--- config.mk ---
export PLATFORM = sky130hd
export DESIGN_NAME = radio_rx_ctrl_flat
export DESIGN_NICKNAME = d
export VERILOG_FILES = /design/src/design/radio_rx_pkg.sv /design/src/design/radio_reg_if.sv /design/src/design/rx_irq_flags.sv /design/src/design/radio_rx_ctrl.sv /design/src/flat_wrapper.sv
export SDC_FILE = /design/constraint.sdc
export NUM_CORES = 1
export LEC_CHECK = 0
export ABC_AREA = 1
export ABC_CLOCK_PERIOD_IN_PS = 1450
export CAP_MARGIN = 20
export CORE_ASPECT_RATIO = 1.4
export CORE_MARGIN = 3
export CORE_UTILIZATION = 45
export DETAILED_ROUTE_END_ITERATION = 16
export DONT_BUFFER_PORTS = 1
export MAX_ROUTING_LAYER = met4
export PLACE_DENSITY = 0.69
export SETUP_SLACK_MARGIN = 0.1
export SLEW_MARGIN = 5
export SYNTH_ARGS = -nofsm -noshare
export SYNTH_HDL_FRONTEND = slang
export SYNTH_SLANG_ARGS = --single-unit
--- constraint.sdc ---
create_clock -name pclk -period 1.45 [get_ports pclk]
set_input_delay 0 -clock pclk [delete_from_list [all_inputs] [get_ports pclk]]
set_output_delay 0 -clock pclk [all_outputs]
set_load 0.01 [all_outputs]
--- src/design/radio_rx_pkg.sv ---
// shared constants, types and helpers for the receive control block and its host
package radio_rx_pkg;

    // device register port
    localparam logic [7:0] RX_CTRL_ADDR  = 8'h05;
    localparam logic [7:0] RX_CTRL_RESET = 8'h07;
    localparam logic [7:0] RD_ZERO       = 8'h00;

    // receive_control field positions
    localparam int GO_BIT       = 7;
    localparam int RSVD_BIT     = 6;
    localparam int FULL_BIT     = 5;
    localparam int HALF_BIT     = 4;
    localparam int NONEMPTY_BIT = 3;
    localparam int BUFFAULT_BIT = 2;
    localparam int COMPLETE_BIT = 1;
    localparam int FAULT_BIT    = 0;
    localparam int EN_W         = 6;

    // receive buffer levels
    localparam logic [4:0] RX_DEPTH      = 5'h10;
    localparam logic [4:0] RX_HALF_LEVEL = 5'h08;
    localparam logic [4:0] RX_ONE_LEVEL  = 5'h01;

    // host APB map
    localparam logic [11:0] CMD_OFF   = 12'h000;
    localparam logic [11:0] STAT_OFF  = 12'h004;
    localparam logic [11:0] ISTAT_OFF = 12'h008;
    localparam logic [11:0] IMASK_OFF = 12'h00C;

    // host command and status word fields
    localparam int CMD_ADDR_LSB  = 0;
    localparam int CMD_WDATA_LSB = 8;
    localparam int CMD_WE_BIT    = 16;
    localparam int CMD_START_BIT = 31;
    localparam int STAT_BUSY_BIT = 0;
    localparam int STAT_RD_LSB   = 8;

    // host interrupt bits
    localparam int HIRQ_DONE = 0;
    localparam int HIRQ_DEV  = 1;
    localparam int HIRQ_W    = 2;

    localparam logic [31:0] APB_ZERO = 32'h0000_0000;

    typedef enum logic [2:0] {
        D_IDLE = 3'b001,
        D_WARM = 3'b010,
        D_RECV = 3'b100
    } dev_state_t;

    typedef enum logic [1:0] {
        H_IDLE = 2'b01,
        H_BUSY = 2'b10
    } host_state_t;

    // sticky update: a set in the same cycle as a clear wins
    function automatic logic sticky_upd(input logic cur, input logic set, input logic clr);
        sticky_upd = (cur & ~clr) | set;
    endfunction : sticky_upd

endpackage : radio_rx_pkg

--- src/design/radio_reg_if.sv ---
// register port between the host controller and the radio receive control
`timescale 1ns/1ps
interface radio_reg_if;
    logic       req;
    logic       we;
    logic [7:0] addr;
    logic [7:0] wdata;
    logic [7:0] rdata;
    logic       ack;
    logic       irq;

    modport host (output req, output we, output addr, output wdata, input rdata, input ack, input irq);
    modport dev  (input req, input we, input addr, input wdata, output rdata, output ack, output irq);
endinterface : radio_reg_if

--- src/design/rx_irq_flags.sv ---
// receive status flags and the gated interrupt output
`timescale 1ns/1ps
module rx_irq_flags (
    input  wire logic                          pclk,
    input  wire logic                          presetn,
    input  wire logic [4:0]                    rx_level,
    input  wire logic                          rx_data_in,
    input  wire logic                          rx_buffer_read,
    input  wire logic                          sop_in,
    input  wire logic                          rx_complete_in,
    input  wire logic                          rx_error_in,
    input  wire logic                          status_clear,
    input  wire logic                          go,
    input  wire logic [radio_rx_pkg::EN_W-1:0] enables,
    output logic      [radio_rx_pkg::EN_W-1:0] status,
    output logic                               irq
);
    logic buf_fault_r;
    logic complete_r;
    logic fault_r;
    logic [radio_rx_pkg::EN_W-1:0] status_nxt;

    // read of an empty buffer or data into a full one; cleared by a packet start while receive is armed
    always_ff @(posedge pclk or negedge presetn) begin
        if (!presetn) begin
            buf_fault_r <= 1'b0;
        end else begin
            buf_fault_r <= radio_rx_pkg::sticky_upd(buf_fault_r,
                (rx_buffer_read && rx_level == '0) || (rx_data_in && rx_level == radio_rx_pkg::RX_DEPTH),
                go && sop_in);
        end
    end

    always_ff @(posedge pclk or negedge presetn) begin
        if (!presetn) begin
            complete_r <= 1'b0;
            fault_r    <= 1'b0;
        end else begin
            complete_r <= radio_rx_pkg::sticky_upd(complete_r, rx_complete_in, status_clear);
            fault_r    <= radio_rx_pkg::sticky_upd(fault_r, rx_error_in, status_clear);
        end
    end

    // level flags follow the buffer fill regardless of the enables
    always_comb begin
        status_nxt = '0;
        status_nxt[radio_rx_pkg::FULL_BIT]     = (rx_level == radio_rx_pkg::RX_DEPTH);
        status_nxt[radio_rx_pkg::HALF_BIT]     = (rx_level >= radio_rx_pkg::RX_HALF_LEVEL);
        status_nxt[radio_rx_pkg::NONEMPTY_BIT] = (rx_level >= radio_rx_pkg::RX_ONE_LEVEL);
        status_nxt[radio_rx_pkg::BUFFAULT_BIT] = buf_fault_r;
        status_nxt[radio_rx_pkg::COMPLETE_BIT] = complete_r;
        status_nxt[radio_rx_pkg::FAULT_BIT]    = fault_r;
    end

    // registered so the pin never glitches; costs one cycle of latency
    always_ff @(posedge pclk or negedge presetn) begin
        if (!presetn) begin
            status <= '0;
            irq    <= 1'b0;
        end else begin
            status <= status_nxt;
            irq    <= |(status_nxt & enables);
        end
    end
endmodule : rx_irq_flags

--- src/design/radio_rx_ctrl.sv ---
// device end: receive control register, receive start sequencing and interrupt gating
//
// The APB register port was decided locally.
`timescale 1ns/1ps
module radio_rx_ctrl (
    input  wire logic       pclk,
    input  wire logic       presetn,
    radio_reg_if.dev        bus,
    input  wire logic [4:0] rx_level,
    input  wire logic       rx_data_in,
    input  wire logic       rx_buffer_read,
    input  wire logic       sop_in,
    input  wire logic       rx_complete_in,
    input  wire logic       rx_error_in,
    input  wire logic       rx_done,
    input  wire logic       status_clear,
    input  wire logic       osc_ready,
    input  wire logic       synth_ready,
    output logic            rx_mode,
    output logic            osc_enable,
    output logic            synth_enable,
    output logic [5:0]      rx_status
);
    logic                   ack_r;
    logic [7:0]             rdata_r;
    logic                   go_r;
    logic                   rsvd_r;
    logic [5:0]             en_r;
    logic                   take;
    logic                   ctrl_hit;
    logic                   go_set;
    logic                   ctrl_wr;
    logic                   ctrl_rd;
    logic                   warm_done;
    logic                   clk_req_nxt;
    logic                   rx_mode_nxt;
    radio_rx_pkg::dev_state_t state_r;
    radio_rx_pkg::dev_state_t state_nxt;
    logic                   irq_w;

    // the register decode is shared by the write path, the read path and the start bit
    function automatic logic is_ctrl(input logic [7:0] a);
        is_ctrl = (a == radio_rx_pkg::RX_CTRL_ADDR);
    endfunction : is_ctrl

    // readback order: start, reserved, then the six enables
    function automatic logic [7:0] ctrl_word(input logic go, input logic rsvd, input logic [5:0] en);
        ctrl_word = {go, rsvd, en};
    endfunction : ctrl_word

    // both clock requests follow one decode of the next state
    function automatic logic wants_clocks(input radio_rx_pkg::dev_state_t s);
        wants_clocks = (s != radio_rx_pkg::D_IDLE);
    endfunction : wants_clocks

    function automatic logic is_receiving(input radio_rx_pkg::dev_state_t s);
        is_receiving = (s == radio_rx_pkg::D_RECV);
    endfunction : is_receiving

    // one access per request: ack is a single cycle, the host drops req after it
    assign take     = bus.req && !ack_r;
    assign ctrl_hit = is_ctrl(bus.addr);
    assign ctrl_wr  = take && bus.we && ctrl_hit;
    assign ctrl_rd  = take && !bus.we;
    assign go_set   = ctrl_wr && bus.wdata[radio_rx_pkg::GO_BIT];

    // ack blocks a second take of the same request, so each access lands once
    always_ff @(posedge pclk or negedge presetn) begin
        if (!presetn) begin
            ack_r <= 1'b0;
        end else begin
            ack_r <= take;
        end
    end

    // read data is captured once per read and then held, so the host may take it late
    always_ff @(posedge pclk or negedge presetn) begin
        if (!presetn) begin
            rdata_r <= radio_rx_pkg::RD_ZERO;
        end else if (ctrl_rd) begin
            rdata_r <= ctrl_hit ? ctrl_word(go_r, rsvd_r, en_r) : radio_rx_pkg::RD_ZERO;
        end
    end

    // start bit: only a one sets it, a zero write is ignored; end of receive clears it
    always_ff @(posedge pclk or negedge presetn) begin
        if (!presetn) begin
            go_r <= radio_rx_pkg::RX_CTRL_RESET[radio_rx_pkg::GO_BIT];
        end else if (go_set) begin
            go_r <= 1'b1;
        end else if (rx_done) begin
            go_r <= 1'b0;
        end
    end

    // enables are plain storage; the pairing of bits 3 and 4 is left to software
    always_ff @(posedge pclk or negedge presetn) begin
        if (!presetn) begin
            en_r <= radio_rx_pkg::RX_CTRL_RESET[radio_rx_pkg::EN_W-1:0];
        end else if (ctrl_wr) begin
            en_r <= bus.wdata[radio_rx_pkg::EN_W-1:0];
        end
    end

    // reserved bit is stored as written so a stray one shows up on readback
    always_ff @(posedge pclk or negedge presetn) begin
        if (!presetn) begin
            rsvd_r <= radio_rx_pkg::RX_CTRL_RESET[radio_rx_pkg::RSVD_BIT];
        end else if (ctrl_wr) begin
            rsvd_r <= bus.wdata[radio_rx_pkg::RSVD_BIT];
        end
    end

    // clocks already running report ready at once, so warm-up then costs one cycle
    assign warm_done = osc_ready && synth_ready;

    // receive sequencing: wait for oscillator and synthesizer, then receive
    always_comb begin
        state_nxt = state_r;
        unique case (state_r)
            radio_rx_pkg::D_IDLE: begin
                if (go_r) begin
                    state_nxt = radio_rx_pkg::D_WARM;
                end
            end
            radio_rx_pkg::D_WARM: begin
                if (!go_r) begin
                    state_nxt = radio_rx_pkg::D_IDLE;
                end else if (warm_done) begin
                    state_nxt = radio_rx_pkg::D_RECV;
                end
            end
            radio_rx_pkg::D_RECV: begin
                if (!go_r) begin
                    state_nxt = radio_rx_pkg::D_IDLE;
                end
            end
            default: begin
                state_nxt = radio_rx_pkg::D_IDLE;
            end
        endcase
    end

    always_ff @(posedge pclk or negedge presetn) begin
        if (!presetn) begin
            state_r <= radio_rx_pkg::D_IDLE;
        end else begin
            state_r <= state_nxt;
        end
    end

    assign clk_req_nxt = wants_clocks(state_nxt);
    assign rx_mode_nxt = is_receiving(state_nxt);

    // clocks stay requested for the whole receive so they do not drop mid packet
    always_ff @(posedge pclk or negedge presetn) begin
        if (!presetn) begin
            osc_enable   <= 1'b0;
            synth_enable <= 1'b0;
        end else begin
            osc_enable   <= clk_req_nxt;
            synth_enable <= clk_req_nxt;
        end
    end

    always_ff @(posedge pclk or negedge presetn) begin
        if (!presetn) begin
            rx_mode <= 1'b0;
        end else begin
            rx_mode <= rx_mode_nxt;
        end
    end

    // the start bit also feeds the flags, since a packet start while armed clears a buffer fault
    rx_irq_flags u_flags (
        .pclk           (pclk),
        .presetn        (presetn),
        .rx_level       (rx_level),
        .rx_data_in     (rx_data_in),
        .rx_buffer_read (rx_buffer_read),
        .sop_in         (sop_in),
        .rx_complete_in (rx_complete_in),
        .rx_error_in    (rx_error_in),
        .status_clear   (status_clear),
        .go             (go_r),
        .enables        (en_r),
        .status         (rx_status),
        .irq            (irq_w)
    );

    // the port is driven from registers only; nothing here is combinational toward the host
    assign bus.ack   = ack_r;
    assign bus.rdata = rdata_r;
    assign bus.irq   = irq_w;
endmodule : radio_rx_ctrl

--- src/flat_wrapper.sv ---
// flat-port wrapper written by rule: the top's interface ports become plain ports
module radio_rx_ctrl_flat 
  (pclk, presetn, rx_level, rx_data_in, rx_buffer_read, sop_in, rx_complete_in, rx_error_in, rx_done, status_clear, osc_ready, synth_ready, rx_mode, osc_enable, synth_enable, rx_status, bus_req, bus_we, bus_addr, bus_wdata, bus_rdata, bus_ack, bus_irq);
  radio_reg_if bus_i ();
  input  wire logic pclk;
  input  wire logic presetn;
  input  wire logic [4:0] rx_level;
  input  wire logic rx_data_in;
  input  wire logic rx_buffer_read;
  input  wire logic sop_in;
  input  wire logic rx_complete_in;
  input  wire logic rx_error_in;
  input  wire logic rx_done;
  input  wire logic status_clear;
  input  wire logic osc_ready;
  input  wire logic synth_ready;
  output logic rx_mode;
  output logic osc_enable;
  output logic synth_enable;
  output logic [5:0] rx_status;
  input wire logic [$bits(bus_i.req)-1:0] bus_req;
  input wire logic [$bits(bus_i.we)-1:0] bus_we;
  input wire logic [$bits(bus_i.addr)-1:0] bus_addr;
  input wire logic [$bits(bus_i.wdata)-1:0] bus_wdata;
  output wire logic [$bits(bus_i.rdata)-1:0] bus_rdata;
  output wire logic [$bits(bus_i.ack)-1:0] bus_ack;
  output wire logic [$bits(bus_i.irq)-1:0] bus_irq;
  assign bus_i.req = bus_req;
  assign bus_i.we = bus_we;
  assign bus_i.addr = bus_addr;
  assign bus_i.wdata = bus_wdata;
  assign bus_rdata = bus_i.rdata;
  assign bus_ack = bus_i.ack;
  assign bus_irq = bus_i.irq;
  radio_rx_ctrl u_core (.pclk(pclk), .presetn(presetn), .bus(bus_i), .rx_level(rx_level), .rx_data_in(rx_data_in), .rx_buffer_read(rx_buffer_read), .sop_in(sop_in), .rx_complete_in(rx_complete_in), .rx_error_in(rx_error_in), .rx_done(rx_done), .status_clear(status_clear), .osc_ready(osc_ready), .synth_ready(synth_ready), .rx_mode(rx_mode), .osc_enable(osc_enable), .synth_enable(synth_enable), .rx_status(rx_status));
endmodule
==> summary.md <==
| Metric | Value |
|---|---|
| Placer Congestion | `0.818` |
| Clock Pin Slew Worst Setup and Hold Paths | `0.09 ns` |
| Vias per cell | `5.00` |
| Internal power | `1.24 mW` |
| Clock Sinks | `32` |
| Post-Route Setup TNS | `0 ns` |
| Die Ht | `70.9 um` |
| CTS Root Cell | `clkbuf_4` |
| FP Rows | `22` |
| Seq cells post-synth | `32` |
| Max-slew headroom | `0.744` |
| Layout fillers | `227` |
| Startpoint Class | `flip-flop` |
| Min-Delay Path Class | `in -> reg` |
| Post-Syn Area | `1350 um^2` |
| Crit. End Element | `flip-flop` |
| Number of global-route vias before repair | `1151` |
| Net Sw Frac | `0.244` |
| Comb power frac | `0.101` |
| Core Area | `2750 um^2` |
| Clock buffer depth | `2` |
| Die ar. | `3710 um^2` |
| GR Overflow Total | `0` |
| Outcome | `finished, final reports clean` |
| Bufs and invs on worst path | `1` |
| ANT nets after route | `0` |
| Syn Inst Count | `147` |
| CP dominant cell by count | `nand2_1` |
| WS Path Type | `reg -> reg` |
| Sequential share of the synthesized area | `0.595` |
| Largest net degree at the start of global routing | `33` |
| Area grow syn2layout | `33.1%` |
| Remaining routing DRC violations | `0` |
| Placed inst area | `1390 um^2` |
| HPWL after DPL | `2.01 mm` |
| Yosys synthesis warning count | `0` |
| Post-CTS setup buffer count | `0` |
| Minimum clock period | `1.22 ns` |
| Routed len/inst | `13.9 um` |
| Fin crit share | `0.844` |
| First-pass GRT wire length | `5.15 mm` |
| RSZ-0062 raised after global routing | `false` |
| Critical path required time | `1.68 ns` |
| Non-Filler Instances | `224` |
| Fraction of layout cells with a size suffix above 1 | `0.133` |
| Clk_lat worst skew | `0.34 ns` |
| Drt pass-1 iters | `4` |
| Vias | `1121` |
| Routed wire length | `3.11 mm` |
| GRT Resource Usage Total | `0.194` |
| Port bufs | `0` |
| Fin Clk Skew | `0.0100 ns` |
| Lkg Pwr | `0.918 nW` |
| Syn Nets | `181` |
| Synth unique cells | `19` |
| Fin nets | `221` |
| Critical path arrival | `1.45 ns` |
| Final core area utilization | `0.655` |
| Hold Violations, Final | `0` |
| CTS Buf Count | `5` |
| Initial DRC Count | `40` |
| ANT cells | `0` |
| Placed cells | `182` |
| Post-synthesis area per instance | `9.21 um^2` |
| Least-Margin Pin Slew | `0.383 ns` |
| Seq pwr share | `0.579` |
| Power per cell area | `912 nW/um^2` |
| Initial Util | `0.492` |
| Ordered cell list for the critical path | `inv_1 > nand2_2 > nor2_4 > nand3_4 > nand2_1 > nand2_1` |
| H-tree levels | `2` |
| Fmax | `818 MHz` |
| I/O pins | `53` |
| Die Width | `52.4 um` |
| Max_cap viols | `0` |
| Setup Slack @ Placement | `0.233 ns` |
| Final Cell Area | `1800 um^2` |
| NetSw | `0.401 mW` |
| Critical path's largest stage delay | `0.43 ns` |
| Fin. max-slew vios | `0` |
| Worst Path Max Fanout | `9` |
| Power share of the clock group | `0.320` |
| Initial antenna violation count | `0` |
| Final setup margin | `0.227 ns` |
| Final setup fails | `0` |
| Slowest stage cell, crit path | `dfrtp_1` |
| Max VDD drop | `0.647 mV` |
| CTS tree | `built` |
| Crit path max-delay family | `simple AND/OR/NAND/NOR gates` |
[Yosys cell counts]
master,number,area (um^2)
nand3_4,1,17.5
and3_1,1,6.26
nor2_4,2,22.5
nand4_1,3,18.8
buf_6,1,11.3
nand2_1,45,169
a21oi_1,2,10.0
dfstp_2,4,105
buf_4,1,7.51
inv_1,17,63.8
inv_2,1,3.75
o22ai_1,1,6.26
nor2_1,8,30.0
nor2_2,3,18.8
nand3_1,23,115
dfrtp_1,28,701
o21bai_1,2,15.0
nand2_2,2,12.5
nand3_2,2,20.0
[worst paths after layout]
check                                                     end                             start  slack, ns  cells past startpoint
setup / recovery                   u_core.en_r[3]$_DFFE_PN0N_          u_core.bus.ack$_DFF_PN0_       0.23                      6
hold / removal                     u_core.en_r[4]$_DFFE_PN0N_                       bus_addr[6]       0.03                      6
setup reg to reg                   u_core.en_r[3]$_DFFE_PN0N_          u_core.bus.ack$_DFF_PN0_       0.23                      6
hold reg to reg            u_core.u_flags.status[0]$_DFF_PN0_  u_core.u_flags.fault_r$_DFF_PN0_       0.41                      0
max in group asynchronous          u_core.en_r[1]$_DFFE_PN1N_                           presetn       1.12                      2
min in group asynchronous     u_core.bus.rdata[5]$_DFFE_PN0P_                           presetn       0.09                      2
[worst reg2reg max path, delay by kind of cell (launching register included)]
family	cells	cell delay [ns]
simple gates	5	0.62
flops	1	0.43
buf+inv	1	0.08
[state kept, by name, indices dropped and copies added (netlist names)]
register,flops
u_core.rx_mode,1
u_core.go_r,1
u_core.u_flags.fault_r,1
u_core.u_flags.status,6
u_core.osc_enable,1
u_core.u_flags.complete_r,1
u_core.en_r,6
u_core.u_flags.buf_fault_r,1
u_core.bus.ack,1
u_core.state_r,3
u_core.rsvd_r,1
u_core.bus.rdata,8
u_core.u_flags.irq,1
[cells in the final DEF, fill, tap and decap left out, types with 3 or more instances in the layout]
master / instances
nor2_1: 8
nand3_1: 23
nand2_1: 45
nand4_1: 3
inv_1: 17
dfstp_2: 4
clkbuf_4: 5
dfrtp_1: 28
nor2_2: 3
dlygate4sd3_1: 32
[power by group through the flow]
| stage | clock network, mW | logic (mW) | registers, mW |
|---|---|---|---|
| 6_report | 0.526 | 0.165 | 0.952 |
| 3_5_place_dp | 0 | 0.0653 | 0.970 |
| 3_3_place_gp | 0 | 0.0621 | 0.969 |
| 4_1_cts | 0.536 | 0.163 | 0.953 |
| 5_1_grt | 0.574 | 0.185 | 0.957 |
| 2_1_floorplan | 0 | 0.0538 | 0.964 |
[logic make-up (layout without fill, tap and decap cells)]
kind of cell / after synthesis / count (layout) / share of synthesized area
flip-flops: 32 / 32 / 0.595
buffers and inverters: 20 / 61 / 0.0638
AO/OA/AOI/OAI: 5 / 5 / 0.0231
AND/OR/NAND/NOR: 90 / 90 / 0.318
[metrics by stage]
step	total power [mW]	hold slack [ns]
2_1_floorplan	1.02	-0.296
3_5_place_dp	1.04	-0.295
5_1_grt	1.72	0.0660
3_3_place_gp	1.03	-0.295
4_1_cts	1.65	0.0236
6_report	1.64	0.0270
[repair_timing]
action / 4_1_cts / 5_1_grt
endpoints found under the setup margin: 0 / 1
hold buffers: 34 / 1
endpoints found under the hold margin: 59 / 4
resized for setup: 0 / 1
[area by class of cell]
type	instances	area (um^2)	area share
sequential	32	806	0.447
clock buffer	6	51.3	0.0285
clock inverter	2	10.0	0.00556
multi-input combinational	95	462	0.256
inverter	18	67.6	0.0375
timing repair buffer	35	360	0.200
tap	36	45.0	0.0250
[routing by layer]
metal | vias up | track usage | routed length, um
met5 | - | - | 0
met4 | 0 | 0.111 | 105
met3 | 12 | 0.0547 | 228
met2 | 42 | 0.308 | 1680
met1 | 519 | 0.212 | 1100
li1 | 548 | - | -
Note: power is estimated with default switching activity, not from simulation.
